<file path="config.mk">
export PLATFORM = sky130hd
export DESIGN_NAME = gated_counter
export DESIGN_NICKNAME = d
export VERILOG_FILES = /design/src/verilog/gated_counter_pkg.sv /design/src/verilog/count_divider.sv /design/src/verilog/count_edge_unit.sv /design/src/verilog/gated_counter.sv
export SDC_FILE = /design/constraint.sdc
export NUM_CORES = 1
export LEC_CHECK = 0
export ABC_AREA = 1
export BUFFER_PORTS_ARGS = -buffer_cell sky130_fd_sc_hd__buf_2
export CAP_MARGIN = 15
export CELL_PAD_IN_SITES_DETAIL_PLACEMENT = 0
export CELL_PAD_IN_SITES_GLOBAL_PLACEMENT = 1
export CORE_MARGIN = 4
export CORE_UTILIZATION = 35
export DETAILED_ROUTE_END_ITERATION = 10
export GPL_ROUTABILITY_DRIVEN = 0
export PLACE_DENSITY_LB_ADDON = 0.1
export SKIP_CTS_REPAIR_TIMING = 1
export SYNTH_ARGS = -nofsm -noshare
export SYNTH_HDL_FRONTEND = slang
export SYNTH_SLANG_ARGS = --single-unit
</file>
<file path="constraint.sdc">
create_clock -name clock -period 2 [get_ports clock]
set_input_delay 0.2 -clock clock [delete_from_list [all_inputs] [get_ports clock]]
set_output_delay 0.2 -clock clock [all_outputs]
set_load 0.1 [all_outputs]
</file>
<file path="src/verilog/gated_counter_pkg.sv">
// Purpose: Shared constants, field layout and types for the gated 16-bit counter.
// Assumes: Byte-wide register port, one system clock at the instruction rate.
// Notes:   Every offset, bit position, multi-bit reset value and divider limit lives here.

package gated_counter_pkg;

  // ****************************************
  // Register offsets
  // ****************************************
  localparam logic [7:0] ADDR_IRQ_CONTROL   = 8'h0b;
  localparam logic [7:0] ADDR_FLAG          = 8'h0c;
  localparam logic [7:0] ADDR_COUNT_LOW     = 8'h0e;
  localparam logic [7:0] ADDR_COUNT_HIGH    = 8'h0f;
  localparam logic [7:0] ADDR_CONTROL       = 8'h10;
  localparam logic [7:0] ADDR_ENABLE        = 8'h8c;

  // ****************************************
  // Field positions
  // ****************************************
  localparam int unsigned GLOBAL_IRQ_BIT    = 7;
  localparam int unsigned PERIPH_IRQ_BIT    = 6;
  localparam int unsigned ROLLOVER_BIT      = 0;
  localparam int unsigned ROLLOVER_IE_BIT   = 0;

  // ****************************************
  // Reset values and limits
  // ****************************************
  localparam logic [7:0]  BYTE_ZERO         = 8'h00;
  localparam logic [15:0] COUNT_RESET       = 16'h0000;
  localparam logic [15:0] COUNT_MAX         = 16'hffff;
  localparam logic [15:0] COUNT_STEP        = 16'h0001;

  // Divider terminal counts for 1:1, 1:2, 1:4 and 1:8.
  localparam logic [2:0]  DIV_LIMIT_1       = 3'h0;
  localparam logic [2:0]  DIV_LIMIT_2       = 3'h1;
  localparam logic [2:0]  DIV_LIMIT_4       = 3'h3;
  localparam logic [2:0]  DIV_LIMIT_8       = 3'h7;
  localparam logic [2:0]  DIV_ZERO          = 3'h0;
  localparam logic [2:0]  DIV_STEP          = 3'h1;

  // ****************************************
  // Types
  // ****************************************
  // Control register layout, bit 7 first.
  typedef struct packed {
    logic       unused;
    logic       gate_enable_bit;
    logic [1:0] input_divide_select;
    logic       low_power_osc_enable;
    logic       sync_bypass_bit;
    logic       clock_source_select;
    logic       run_enable_bit;
  } counter_control_t;

  localparam counter_control_t CONTROL_RESET = '0;

  // Arming state of the external edge detector.
  typedef enum logic {
    WAIT_FALL,
    ARMED
  } edge_arm_t;

endpackage
</file>
<file path="src/verilog/count_divider.sv">
// Purpose: Input divider of 1, 2, 4 or 8 for the count clock.
// Assumes: tick is a one-cycle pulse per source event.
// Notes:   The carry is registered, so it trails its tick by one cycle.

`timescale 1ns/100ps

module count_divider (
  // Clock and reset
  input  wire logic       clock,
  input  wire logic       rst,
  // Control
  input  wire logic       clear,
  input  wire logic       tick,
  input  wire logic [1:0] select,
  // Result
  output logic            carry
);

  logic [2:0] count;
  logic [2:0] next_count;
  logic       next_carry;

  // Terminal count of the divider for a select code.
  function automatic logic [2:0] div_limit(input logic [1:0] code);
    case (code)
      2'h0:    div_limit = gated_counter_pkg::DIV_LIMIT_1;
      2'h1:    div_limit = gated_counter_pkg::DIV_LIMIT_2;
      2'h2:    div_limit = gated_counter_pkg::DIV_LIMIT_4;
      default: div_limit = gated_counter_pkg::DIV_LIMIT_8;
    endcase
  endfunction

  // Count ticks up to the limit; a clear forgets any partial count.
  always_comb begin
    next_count = count;
    next_carry = 1'b0;
    if (clear) begin
      next_count = gated_counter_pkg::DIV_ZERO;
    end else if (tick) begin
      if (count >= div_limit(select)) begin
        next_count = gated_counter_pkg::DIV_ZERO;
        next_carry = 1'b1;
      end else begin
        next_count = count + gated_counter_pkg::DIV_STEP;
      end
    end
  end

  // Divider registers.
  always_ff @(posedge clock or posedge rst) begin
    if (rst) begin
      count <= gated_counter_pkg::DIV_ZERO;
      carry <= 1'b0;
    end else begin
      count <= next_count;
      carry <= next_carry;
    end
  end

endmodule

</file>
<file path="src/verilog/count_edge_unit.sv">
// Purpose: Rising-edge detector for the external count input.
// Assumes: The raw input is sampled on the system clock.
// Notes:   The rise pulse is registered and lasts one cycle.

`timescale 1ns/100ps

module count_edge_unit (
  // Clock and reset
  input  wire logic clock,
  input  wire logic rst,
  // Control
  input  wire logic raw,
  input  wire logic bypass_sync,
  input  wire logic arm_clear,
  // Result
  output logic      rise
);

  logic                       sync_first;
  logic                       sync_second;
  logic                       prev;
  logic                       next_prev;
  logic                       selected;
  logic                       next_rise;
  gated_counter_pkg::edge_arm_t arm;
  gated_counter_pkg::edge_arm_t next_arm;

  // Two-stage synchroniser; the first stage feeds only the second.
  always_ff @(posedge clock or posedge rst) begin
    if (rst) begin
      sync_first  <= 1'b0;
      sync_second <= 1'b0;
    end else begin
      sync_first  <= raw;
      sync_second <= sync_first;
    end
  end

  // Choose the synchronised or the direct path, then look for edges.
  always_comb begin
    selected  = bypass_sync ? raw : sync_second;
    next_prev = selected;
    next_arm  = arm;
    next_rise = 1'b0;
    case (arm)
      gated_counter_pkg::WAIT_FALL: begin
        if (prev && !selected) begin
          next_arm = gated_counter_pkg::ARMED;
        end
      end
      gated_counter_pkg::ARMED: begin
        next_rise = selected && !prev;
      end
      default: begin
        next_arm = gated_counter_pkg::WAIT_FALL;
      end
    endcase
    if (arm_clear) begin
      next_arm  = gated_counter_pkg::WAIT_FALL;
      next_rise = 1'b0;
    end
  end

  // Edge state registers.
  always_ff @(posedge clock or posedge rst) begin
    if (rst) begin
      prev <= 1'b0;
      arm  <= gated_counter_pkg::WAIT_FALL;
      rise <= 1'b0;
    end else begin
      prev <= next_prev;
      arm  <= next_arm;
      rise <= next_rise;
    end
  end

endmodule

</file>
<file path="src/verilog/gated_counter.sv">
// Purpose: 16-bit gated timer and counter with divider, rollover flag and wake.
// Assumes: clock is the instruction clock; count pins pass a two-stage synchroniser unless it is bypassed.
// Notes:   Register port is byte wide; read data appear only in the cycle after a read.
//
// Behaviour
// - Sixteen-bit counter with timer, synchronised counter and unsynchronised counter modes.
// - Timer mode advances once per instruction cycle through divider, run and gate.
// - Counter mode advances on rising external edges only, never falling ones.
// - A rising edge counts only after a falling edge was first seen.
// - Gate enable ignored when stopped; when set, count only while gate low.
// - Wrapping from all ones to zero sets the rollover flag.
// - Interrupt request needs rollover enable, peripheral enable and global enable.
// - Rollover flag stays set until software clears it.
// - Two-bit select divides the count clock by one, two, four or eight.
// - Divider is hidden and cleared by any write to a count byte.
// - Low-power oscillator enable works only with internal oscillator, no clock out.
// - Sync bypass bit acts only when the external source is selected.
// - Source select picks external rising edges or the instruction clock.
// - Run enable starts the counter; clearing it holds the value.
// - Top bit of the control register reads as zero.
// - Unsynchronised mode keeps counting in sleep; rollover can wake the processor.
//
// The address-and-strobe port was chosen for this implementation.

`timescale 1ns/100ps

module gated_counter (
  // Clock and reset
  input  wire logic       clock,
  input  wire logic       rst,
  // Register port
  input  wire logic [7:0] address,
  input  wire logic [7:0] write_data,
  input  wire logic       write_strobe,
  input  wire logic       read_strobe,
  output logic      [7:0] read_data,
  // Pins
  input  wire logic       external_count_input,
  input  wire logic       lp_osc_clock,
  input  wire logic       gate_input_n,
  // System state
  input  wire logic       internal_osc_no_clkout,
  input  wire logic       sleep_active,
  // Status outputs
  output logic            irq_request,
  output logic            wake_request,
  output logic            lp_osc_on
);

  // ****************************************
  // Address decode
  // ****************************************

  // A strobe hits a register when its address matches.
  function automatic logic hit(input logic       strobe,
                               input logic [7:0] addr,
                               input logic [7:0] target);
    hit = strobe && (addr == target);
  endfunction

  logic wr_irq_control;
  logic wr_flag;
  logic wr_low;
  logic wr_high;
  logic wr_control;
  logic wr_enable;

  // Write decode for every register.
  always_comb begin
    wr_irq_control = hit(write_strobe, address, gated_counter_pkg::ADDR_IRQ_CONTROL);
    wr_flag        = hit(write_strobe, address, gated_counter_pkg::ADDR_FLAG);
    wr_low         = hit(write_strobe, address, gated_counter_pkg::ADDR_COUNT_LOW);
    wr_high        = hit(write_strobe, address, gated_counter_pkg::ADDR_COUNT_HIGH);
    wr_control     = hit(write_strobe, address, gated_counter_pkg::ADDR_CONTROL);
    wr_enable      = hit(write_strobe, address, gated_counter_pkg::ADDR_ENABLE);
  end

  // ****************************************
  // Software registers
  // ****************************************

  gated_counter_pkg::counter_control_t control;
  gated_counter_pkg::counter_control_t next_control;
  logic                                global_irq_enable;
  logic                                next_global_irq_enable;
  logic                                peripheral_irq_enable;
  logic                                next_peripheral_irq_enable;
  logic                                rollover_irq_enable;
  logic                                next_rollover_irq_enable;

  // Control and enable bits take plain writes.
  always_comb begin
    next_control               = control;
    next_global_irq_enable     = global_irq_enable;
    next_peripheral_irq_enable = peripheral_irq_enable;
    next_rollover_irq_enable   = rollover_irq_enable;
    if (wr_control) begin
      next_control        = write_data;
      next_control.unused = 1'b0;
    end
    if (wr_irq_control) begin
      next_global_irq_enable     = write_data[gated_counter_pkg::GLOBAL_IRQ_BIT];
      next_peripheral_irq_enable = write_data[gated_counter_pkg::PERIPH_IRQ_BIT];
    end
    if (wr_enable) begin
      next_rollover_irq_enable = write_data[gated_counter_pkg::ROLLOVER_IE_BIT];
    end
  end

  // Software register flops.
  always_ff @(posedge clock or posedge rst) begin
    if (rst) begin
      control               <= gated_counter_pkg::CONTROL_RESET;
      global_irq_enable     <= 1'b0;
      peripheral_irq_enable <= 1'b0;
      rollover_irq_enable   <= 1'b0;
    end else begin
      control               <= next_control;
      global_irq_enable     <= next_global_irq_enable;
      peripheral_irq_enable <= next_peripheral_irq_enable;
      rollover_irq_enable   <= next_rollover_irq_enable;
    end
  end

  // ****************************************
  // Count source selection
  // ****************************************

  logic lp_select;
  logic source_raw;
  logic external_mode;
  logic unsync_mode;
  logic gate_open;
  logic counting;
  logic source_tick;
  logic edge_rise;

  // The oscillator enable only matters with the internal oscillator and
  // no clock output; otherwise the pin is shared and the bit is ignored.
  always_comb begin
    lp_select     = control.low_power_osc_enable && internal_osc_no_clkout;
    source_raw    = lp_select ? lp_osc_clock : external_count_input;
    external_mode = control.clock_source_select;
    unsync_mode   = external_mode && control.sync_bypass_bit;
    gate_open     = !control.gate_enable_bit || !gate_input_n;
    // Sleep freezes every mode except the unsynchronised counter.
    counting      = control.run_enable_bit && gate_open
                    && (!sleep_active || unsync_mode);
    source_tick   = external_mode ? edge_rise : 1'b1;
  end

  // Edge detector; it re-arms whenever the counter stops or leaves counter
  // mode, so a level already high at start does not count.
  count_edge_unit edge_unit (
    .clock       (clock),
    .rst         (rst),
    .raw         (source_raw),
    .bypass_sync (unsync_mode),
    .arm_clear   (!control.run_enable_bit || !external_mode),
    .rise        (edge_rise)
  );

  logic divider_carry;

  // Any write to either count byte discards a partial division.
  count_divider divider (
    .clock  (clock),
    .rst    (rst),
    .clear  (wr_low || wr_high),
    .tick   (counting && source_tick),
    .select (control.input_divide_select),
    .carry  (divider_carry)
  );

  // ****************************************
  // Sixteen-bit count and rollover flag
  // ****************************************

  logic [15:0] count;
  logic [15:0] next_count;
  logic        rollover;
  logic        rollover_flag;
  logic        next_rollover_flag;

  // Increment on divider carry; a byte write wins over the increment of
  // that byte, since writing a running counter is unpredictable anyway.
  always_comb begin
    next_count = count;
    rollover   = 1'b0;
    if (divider_carry) begin
      next_count = count + gated_counter_pkg::COUNT_STEP;
      rollover   = (count == gated_counter_pkg::COUNT_MAX);
    end
    if (wr_low) begin
      next_count[7:0] = write_data;
    end
    if (wr_high) begin
      next_count[15:8] = write_data;
    end
  end

  // The flag is sticky; a rollover in the clearing cycle still sets it.
  always_comb begin
    next_rollover_flag = rollover_flag;
    if (wr_flag) begin
      next_rollover_flag = write_data[gated_counter_pkg::ROLLOVER_BIT];
    end
    if (rollover) begin
      next_rollover_flag = 1'b1;
    end
  end

  // Count and flag registers.
  always_ff @(posedge clock or posedge rst) begin
    if (rst) begin
      count         <= gated_counter_pkg::COUNT_RESET;
      rollover_flag <= 1'b0;
    end else begin
      count         <= next_count;
      rollover_flag <= next_rollover_flag;
    end
  end

  // ****************************************
  // Request outputs
  // ****************************************

  logic next_irq_request;
  logic next_wake_request;

  // Wake needs no global enable; the interrupt needs all three enables.
  // Software is expected to clear count and flag before enabling.
  always_comb begin
    next_irq_request  = rollover_flag && rollover_irq_enable
                        && peripheral_irq_enable && global_irq_enable;
    next_wake_request = rollover_flag && rollover_irq_enable
                        && peripheral_irq_enable && sleep_active;
  end

  // Request flops.
  always_ff @(posedge clock or posedge rst) begin
    if (rst) begin
      irq_request  <= 1'b0;
      wake_request <= 1'b0;
      lp_osc_on    <= 1'b0;
    end else begin
      irq_request  <= next_irq_request;
      wake_request <= next_wake_request;
      lp_osc_on    <= lp_select;
    end
  end

  // ****************************************
  // Read path
  // ****************************************

  logic [7:0] next_read_data;

  // Data stand only in the cycle after a read; unmapped addresses read zero.
  always_comb begin
    next_read_data = gated_counter_pkg::BYTE_ZERO;
    if (read_strobe) begin
      case (address)
        gated_counter_pkg::ADDR_IRQ_CONTROL: begin
          next_read_data[gated_counter_pkg::GLOBAL_IRQ_BIT] = global_irq_enable;
          next_read_data[gated_counter_pkg::PERIPH_IRQ_BIT] = peripheral_irq_enable;
        end
        gated_counter_pkg::ADDR_FLAG: begin
          next_read_data[gated_counter_pkg::ROLLOVER_BIT] = rollover_flag;
        end
        gated_counter_pkg::ADDR_COUNT_LOW: begin
          next_read_data = count[7:0];
        end
        gated_counter_pkg::ADDR_COUNT_HIGH: begin
          next_read_data = count[15:8];
        end
        gated_counter_pkg::ADDR_CONTROL: begin
          next_read_data = control;
        end
        gated_counter_pkg::ADDR_ENABLE: begin
          next_read_data[gated_counter_pkg::ROLLOVER_IE_BIT] = rollover_irq_enable;
        end
        default: begin
          next_read_data = gated_counter_pkg::BYTE_ZERO;
        end
      endcase
    end
  end

  // Read data register.
  always_ff @(posedge clock or posedge rst) begin
    if (rst) begin
      read_data <= gated_counter_pkg::BYTE_ZERO;
    end else begin
      read_data <= next_read_data;
    end
  end

endmodule

</file>
After elaboration in Yosys (flattened, before gate mapping) --
Index checks and enable logic that the tools add are counted.
Storage, ports and cells: bits in registers 47, input port bits 25, logic and storage cells 95, output and inout port bits 11
Operators by class: add/sub/neg operators 2, magnitude comparators 1, reductions and logical operators 33, mux-type cells 27, eq/ne operators 9
Operators with widths (count):
- 8-bit by 4-bit == test with 1-bit output (second input constant) | 4
- 8-bit 2-to-1 mux | 3
- 1-bit logical AND | 17
- 16-bit by 1-bit adder with 16-bit output (second input constant) | 1
- 16-bit == test (second input constant) | 1
- 16-bit 2-to-1 mux | 1
- 3-bit 2-to-1 mux | 5
- 5-bit one-hot mux with 3 select lines | 1
- 1-bit 2-to-1 mux | 14
- 3-bit one-hot mux with 3 select lines | 1
- 8-bit by 5-bit == test with 1-bit output (second input constant) | 1
- 8-bit == test (second input constant) | 1
- 2-bit one-hot mux with 4 select lines | 1
- 2-bit nonzero test | 4
- 1-bit zero test | 7
- 1-bit one-hot mux with 5 select lines | 1
- 1-bit logical OR | 4
- 3-bit by 1-bit adder with 3-bit output (second input constant) | 1
- 3-bit >= comparator | 1
- 2-bit by 1-bit == test with 1-bit output (second input constant) | 1
- 2-bit == test (second input constant) | 1
- 2-bit zero test | 1

Logic depth before layout (Yosys ltp) --
word-level depth 11, depth in mapped cells 9, mapped depth without buffers 9

By module --
Synthesis repeated with hierarchy kept, for this count alone.
Second synthesis, totals: cell total of the unflattened synthesis 378, area, all modules 2761.4 um^2
By module, submodules not included:
- gated_counter | area each 2316.0 um^2, times used 1, cells each 330
- count_divider | area each 269.0 um^2, times used 1, cells each 33
- count_edge_unit | area each 176.4 um^2, times used 1, cells each 15

Least setup slack after synthesis --
OpenSTA, ideal clock, no wires.
path kind register to register, start register control[4] (netlist name), end register divider.count[0], period minus slack after synthesis 1.395 ns, setup slack 0.605 ns, data arrival time 1.330 ns, stages on the path, launching flop included 8, setup time 0.065 ns, data required time 1.935 ns, path buffers 0, cell sequence dfrtp_1 -> or2_2 -> ha_1 -> nand3_1 -> nand3_1 -> nor2_1 -> nand3_1 -> nand2_1
On the way: word-level cells in the longest chain between the ends 8
RTL lines:
- from (decl) | RTL line gated_counter.sv:82 | gated_counter_pkg::counter_control_t control;
- from (signal assigned) | RTL line gated_counter.sv:113 | control <= gated_counter_pkg::CONTROL_RESET;
- from (signal assigned) | RTL line gated_counter.sv:118 | control <= next_control;
- 2-bit == test (tied with other cells) | RTL line count_divider.sv:25 | case (code)
- 3-bit one-hot mux with 3 select lines * | RTL line count_divider.sv:25
- 3-bit 2-to-1 mux * | RTL line count_divider.sv:39 | end else if (tick) begin
- 3-bit 2-to-1 mux * | RTL line count_divider.sv:37 | if (clear) begin
- 3-bit >= comparator * | RTL line count_divider.sv:40 | if (count >= div_limit(select)) begin
- 3-bit 2-to-1 mux * | RTL line count_divider.sv:40
- 3-bit 2-to-1 mux * | RTL line count_divider.sv:39
- 3-bit 2-to-1 mux * | RTL line count_divider.sv:37
- to (signal assigned) | RTL line count_divider.sv:52 | count <= gated_counter_pkg::DIV_ZERO;
- to (signal assigned) | RTL line count_divider.sv:55 | count <= next_count;
- to (decl) | RTL line count_divider.sv:19 | logic [2:0] count;
Every way passes the cells marked *; elsewhere a longest branch is shown, timed or not. The select of a mux whose other input is x is not followed. A chain may end at the register's enable or synchronous reset.

Worst setup path in the final report --
Same ends and word-level chain as after synthesis.

==> metrics <==
post-synth top area cell=dfrtp_1; starting density of the core=0.361; Final min period=1.53 ns; Syn Area/Cell=7.16 um2; Worst path max stage delay=roughly 0.43 ns; CP Buf/Inv Count=0; Nets=460; clock network fraction of design power=0.381; CP Cell Sequence=or2_2 -> ha_1 -> nand3_1 -> nand3_1 -> nor2_1 -> nand3_1 -> nand2_1; clock buffer depth=2; Sum Neg Setup Slack=0 ns; number of global-route vias before repair=roughly 2,500; Post-synth EDFFs=0; worst skew pair latency=0.31 ns; Top delay family on crit path=simple AND/OR/NAND/NOR gates; Setup crit start kind=register; WS Path Type=reg -> reg; largest net degree at the start of global routing=29; CTS root buffer=clkbuf_8; Arrival @ worst endpoint=approximately 1.8 ns; Via density=approximately 4.7; Peak VDD IR=about 0.26 mV; ANT cells=0; htree depth=2; met3 wire length=324 um; Flop pwr share=0.528; final worst-path cycle share=0.765; relative slew slack=0.674; Synthesis Warnings=0; Die Y=just under 100 um; Avg WL per Cell=about 14 um; Total Power=1.93 mW; layout cell share with drive strength beyond 1=0.153; CORE AREA=between 7000 and 8000 um2; top cell type's share of synthesized area=0.422; hold crit path type=in -> reg; Sw Share=0.262; Final ANT Viol Nets=0; predominant post-synthesis flop cell=dfrtp_1; Worst EP required=2.24 ns; Synth Cell Area=2790 um2; slowest stage cell on the critical path=dfrtp_1; Net Count, Synth=approximately 420; Initial DRT Pass Iterations=4; most used cell along the critical path=nand3_1; Tightest Pin Transition=about 0.5 ns; crit path max fanout=4; CTS Sinks=47; RSZ-0062 raised after global routing=false; worst hold slack=0.117 ns; total grt overflow=0; Power per Cell Area=between 600 and 700 nW/um2; Gate Count Post-Synth=389; area grow syn2layout=14.9%; fin. max-slew vios=0; most frequent cells in the layout=124 x nand2_1, 65 x nand3_1, 48 x inv_1; status=finished clean; Worst Skew=0.0127 ns; Comb pwr share=0.090; initial antenna violation count=0; sequential element share of the synthesized area=0.422; crit path capture type=register; synthesized flop and latch total=47; clock-pin transition on the worst setup and hold timing paths=0.10 ns; final setup fails=0; cts bufs inserted=5; commonest non-fill, non-tap cell in the layout=nand2_1; Highest Signal Layer=met4; CTS tree=yes; max_cap viols=0; IO Port Bufs=35; Initial DRC Count=90; via count=2,522; hpwl dp=between 5 and 6 mm; synth top area cells=dfrtp_1 42%, nand2_1 17%, nand3_1 12%; residual DRC count=0; Pleak=about 1.7 nW; ys async rst share=1.00; Rows=32; Int Pwr=between 1 and 1.5 mW; die width=97.2 um; DIE AREA=9450 um2; fmax=about 650 MHz; GR Util All Layers=0.162; final core occ=0.414; Synth cell types=29; Placed Area=about 3100 um2; Final Instance Area=roughly 3200 um2; metal1 wirelength=roughly 3.5 mm; routed wl met2=approximately 3.4 mm; Ports=36; first-pass GRT wire length=~12 mm; Routed WL=7.24 mm; Fin. Hold Viols=0; Net Switching=roughly 0.51 mW
sequential cells by signal, indices dropped and copies added (netlist names), 3 cells and up:
register,cells
count,16
read_data,8
control,6
divider.count,3
power by group through the flow:
stage | combinational (mW) | sequential, mW | clock (mW)
after floorplan | 0.107 | 1.03 | 0
after global placement | 0.174 | 1.04 | 0
after detailed placement | 0.175 | 1.04 | 0
after CTS | 0.176 | 1.02 | 0.760
after global routing | 0.202 | 1.02 | 0.798
final | 0.174 | 1.02 | 0.735
path summary, 6_finish.rpt:
kind                                              end  slack, ns                    from  depth (start not counted)
worst max-delay path                 divider.count[0]       0.47              control[4]                          7
worst min-delay path                        lp_osc_on       0.12  internal_osc_no_clkout                          3
worst max register to register       divider.count[0]       0.47              control[4]                          7
worst min register to register  edge_unit.sync_second       0.36    edge_unit.sync_first                          0
max in group asynchronous                    count[7]       1.05                     rst                          4
min in group asynchronous                wake_request       0.43                     rst                          3
worst register-to-register path: cells and delay by family, from the launching register on:
kind / cells / cell delay (ns)
and+or+nand+nor: 6 / 0.79
DFF: 1 / 0.43
adders and majority gates: 1 / 0.27
cells by family after synthesis:
kind of cell / synth area share
AOI/OAI and AO/OA: 0.0386
buffers and inverters: 0.0938
DFF: 0.422
and+or+nand+nor: 0.398
xor gates and xnor gates: 0.0251
adders and majority gates: 0.0225
per-stage QoR:
stage          worst slack [ns]  std cells
6_report                  0.470        533
5_1_grt                   0.320        533
4_1_cts                   0.466        532
3_5_place_dp              0.480        524
3_3_place_gp              0.509        524
2_1_floorplan             0.605        389
cell type report:
| cell class | count | area, um2 |
|---|---|---|
| Tap cell | 102 | 128 |
| Clock inverter | 3 | 47.5 |
| Sequential cell | 47 | 1180 |
| Clock buffer | 5 | 68.8 |
| Multi-Input combinational cell | 281 | 1350 |
| Timing Repair Buffer | 39 | 220 |
| Inverter | 56 | 211 |
| Fill cell | 846 | 4530 |
per-layer routing:
| metal | GRT usage | vias to the layer above |
|---|---|---|
| li1 | - | 1310 |
| met1 | 0.221 | 1158 |
| met2 | 0.269 | 50 |
| met3 | 0.0294 | 4 |
| met4 | 0.0351 | 0 |
| met5 | 0 | - |
cell usage after synthesis (3+ instances only):
cell and n:
a21oi_1 4, dfrtp_1 47, ha_1 5, inv_1 49
inv_2 6, nand2_1 124, nand2_2 5, nand3_1 65
nand4_1 8, nor2_1 35, nor2_4 3, o21ai_0 8
o21ai_1 5, xnor2_1 4, xor2_1 4
No activity file was read; power rests on OpenSTA's default activity.
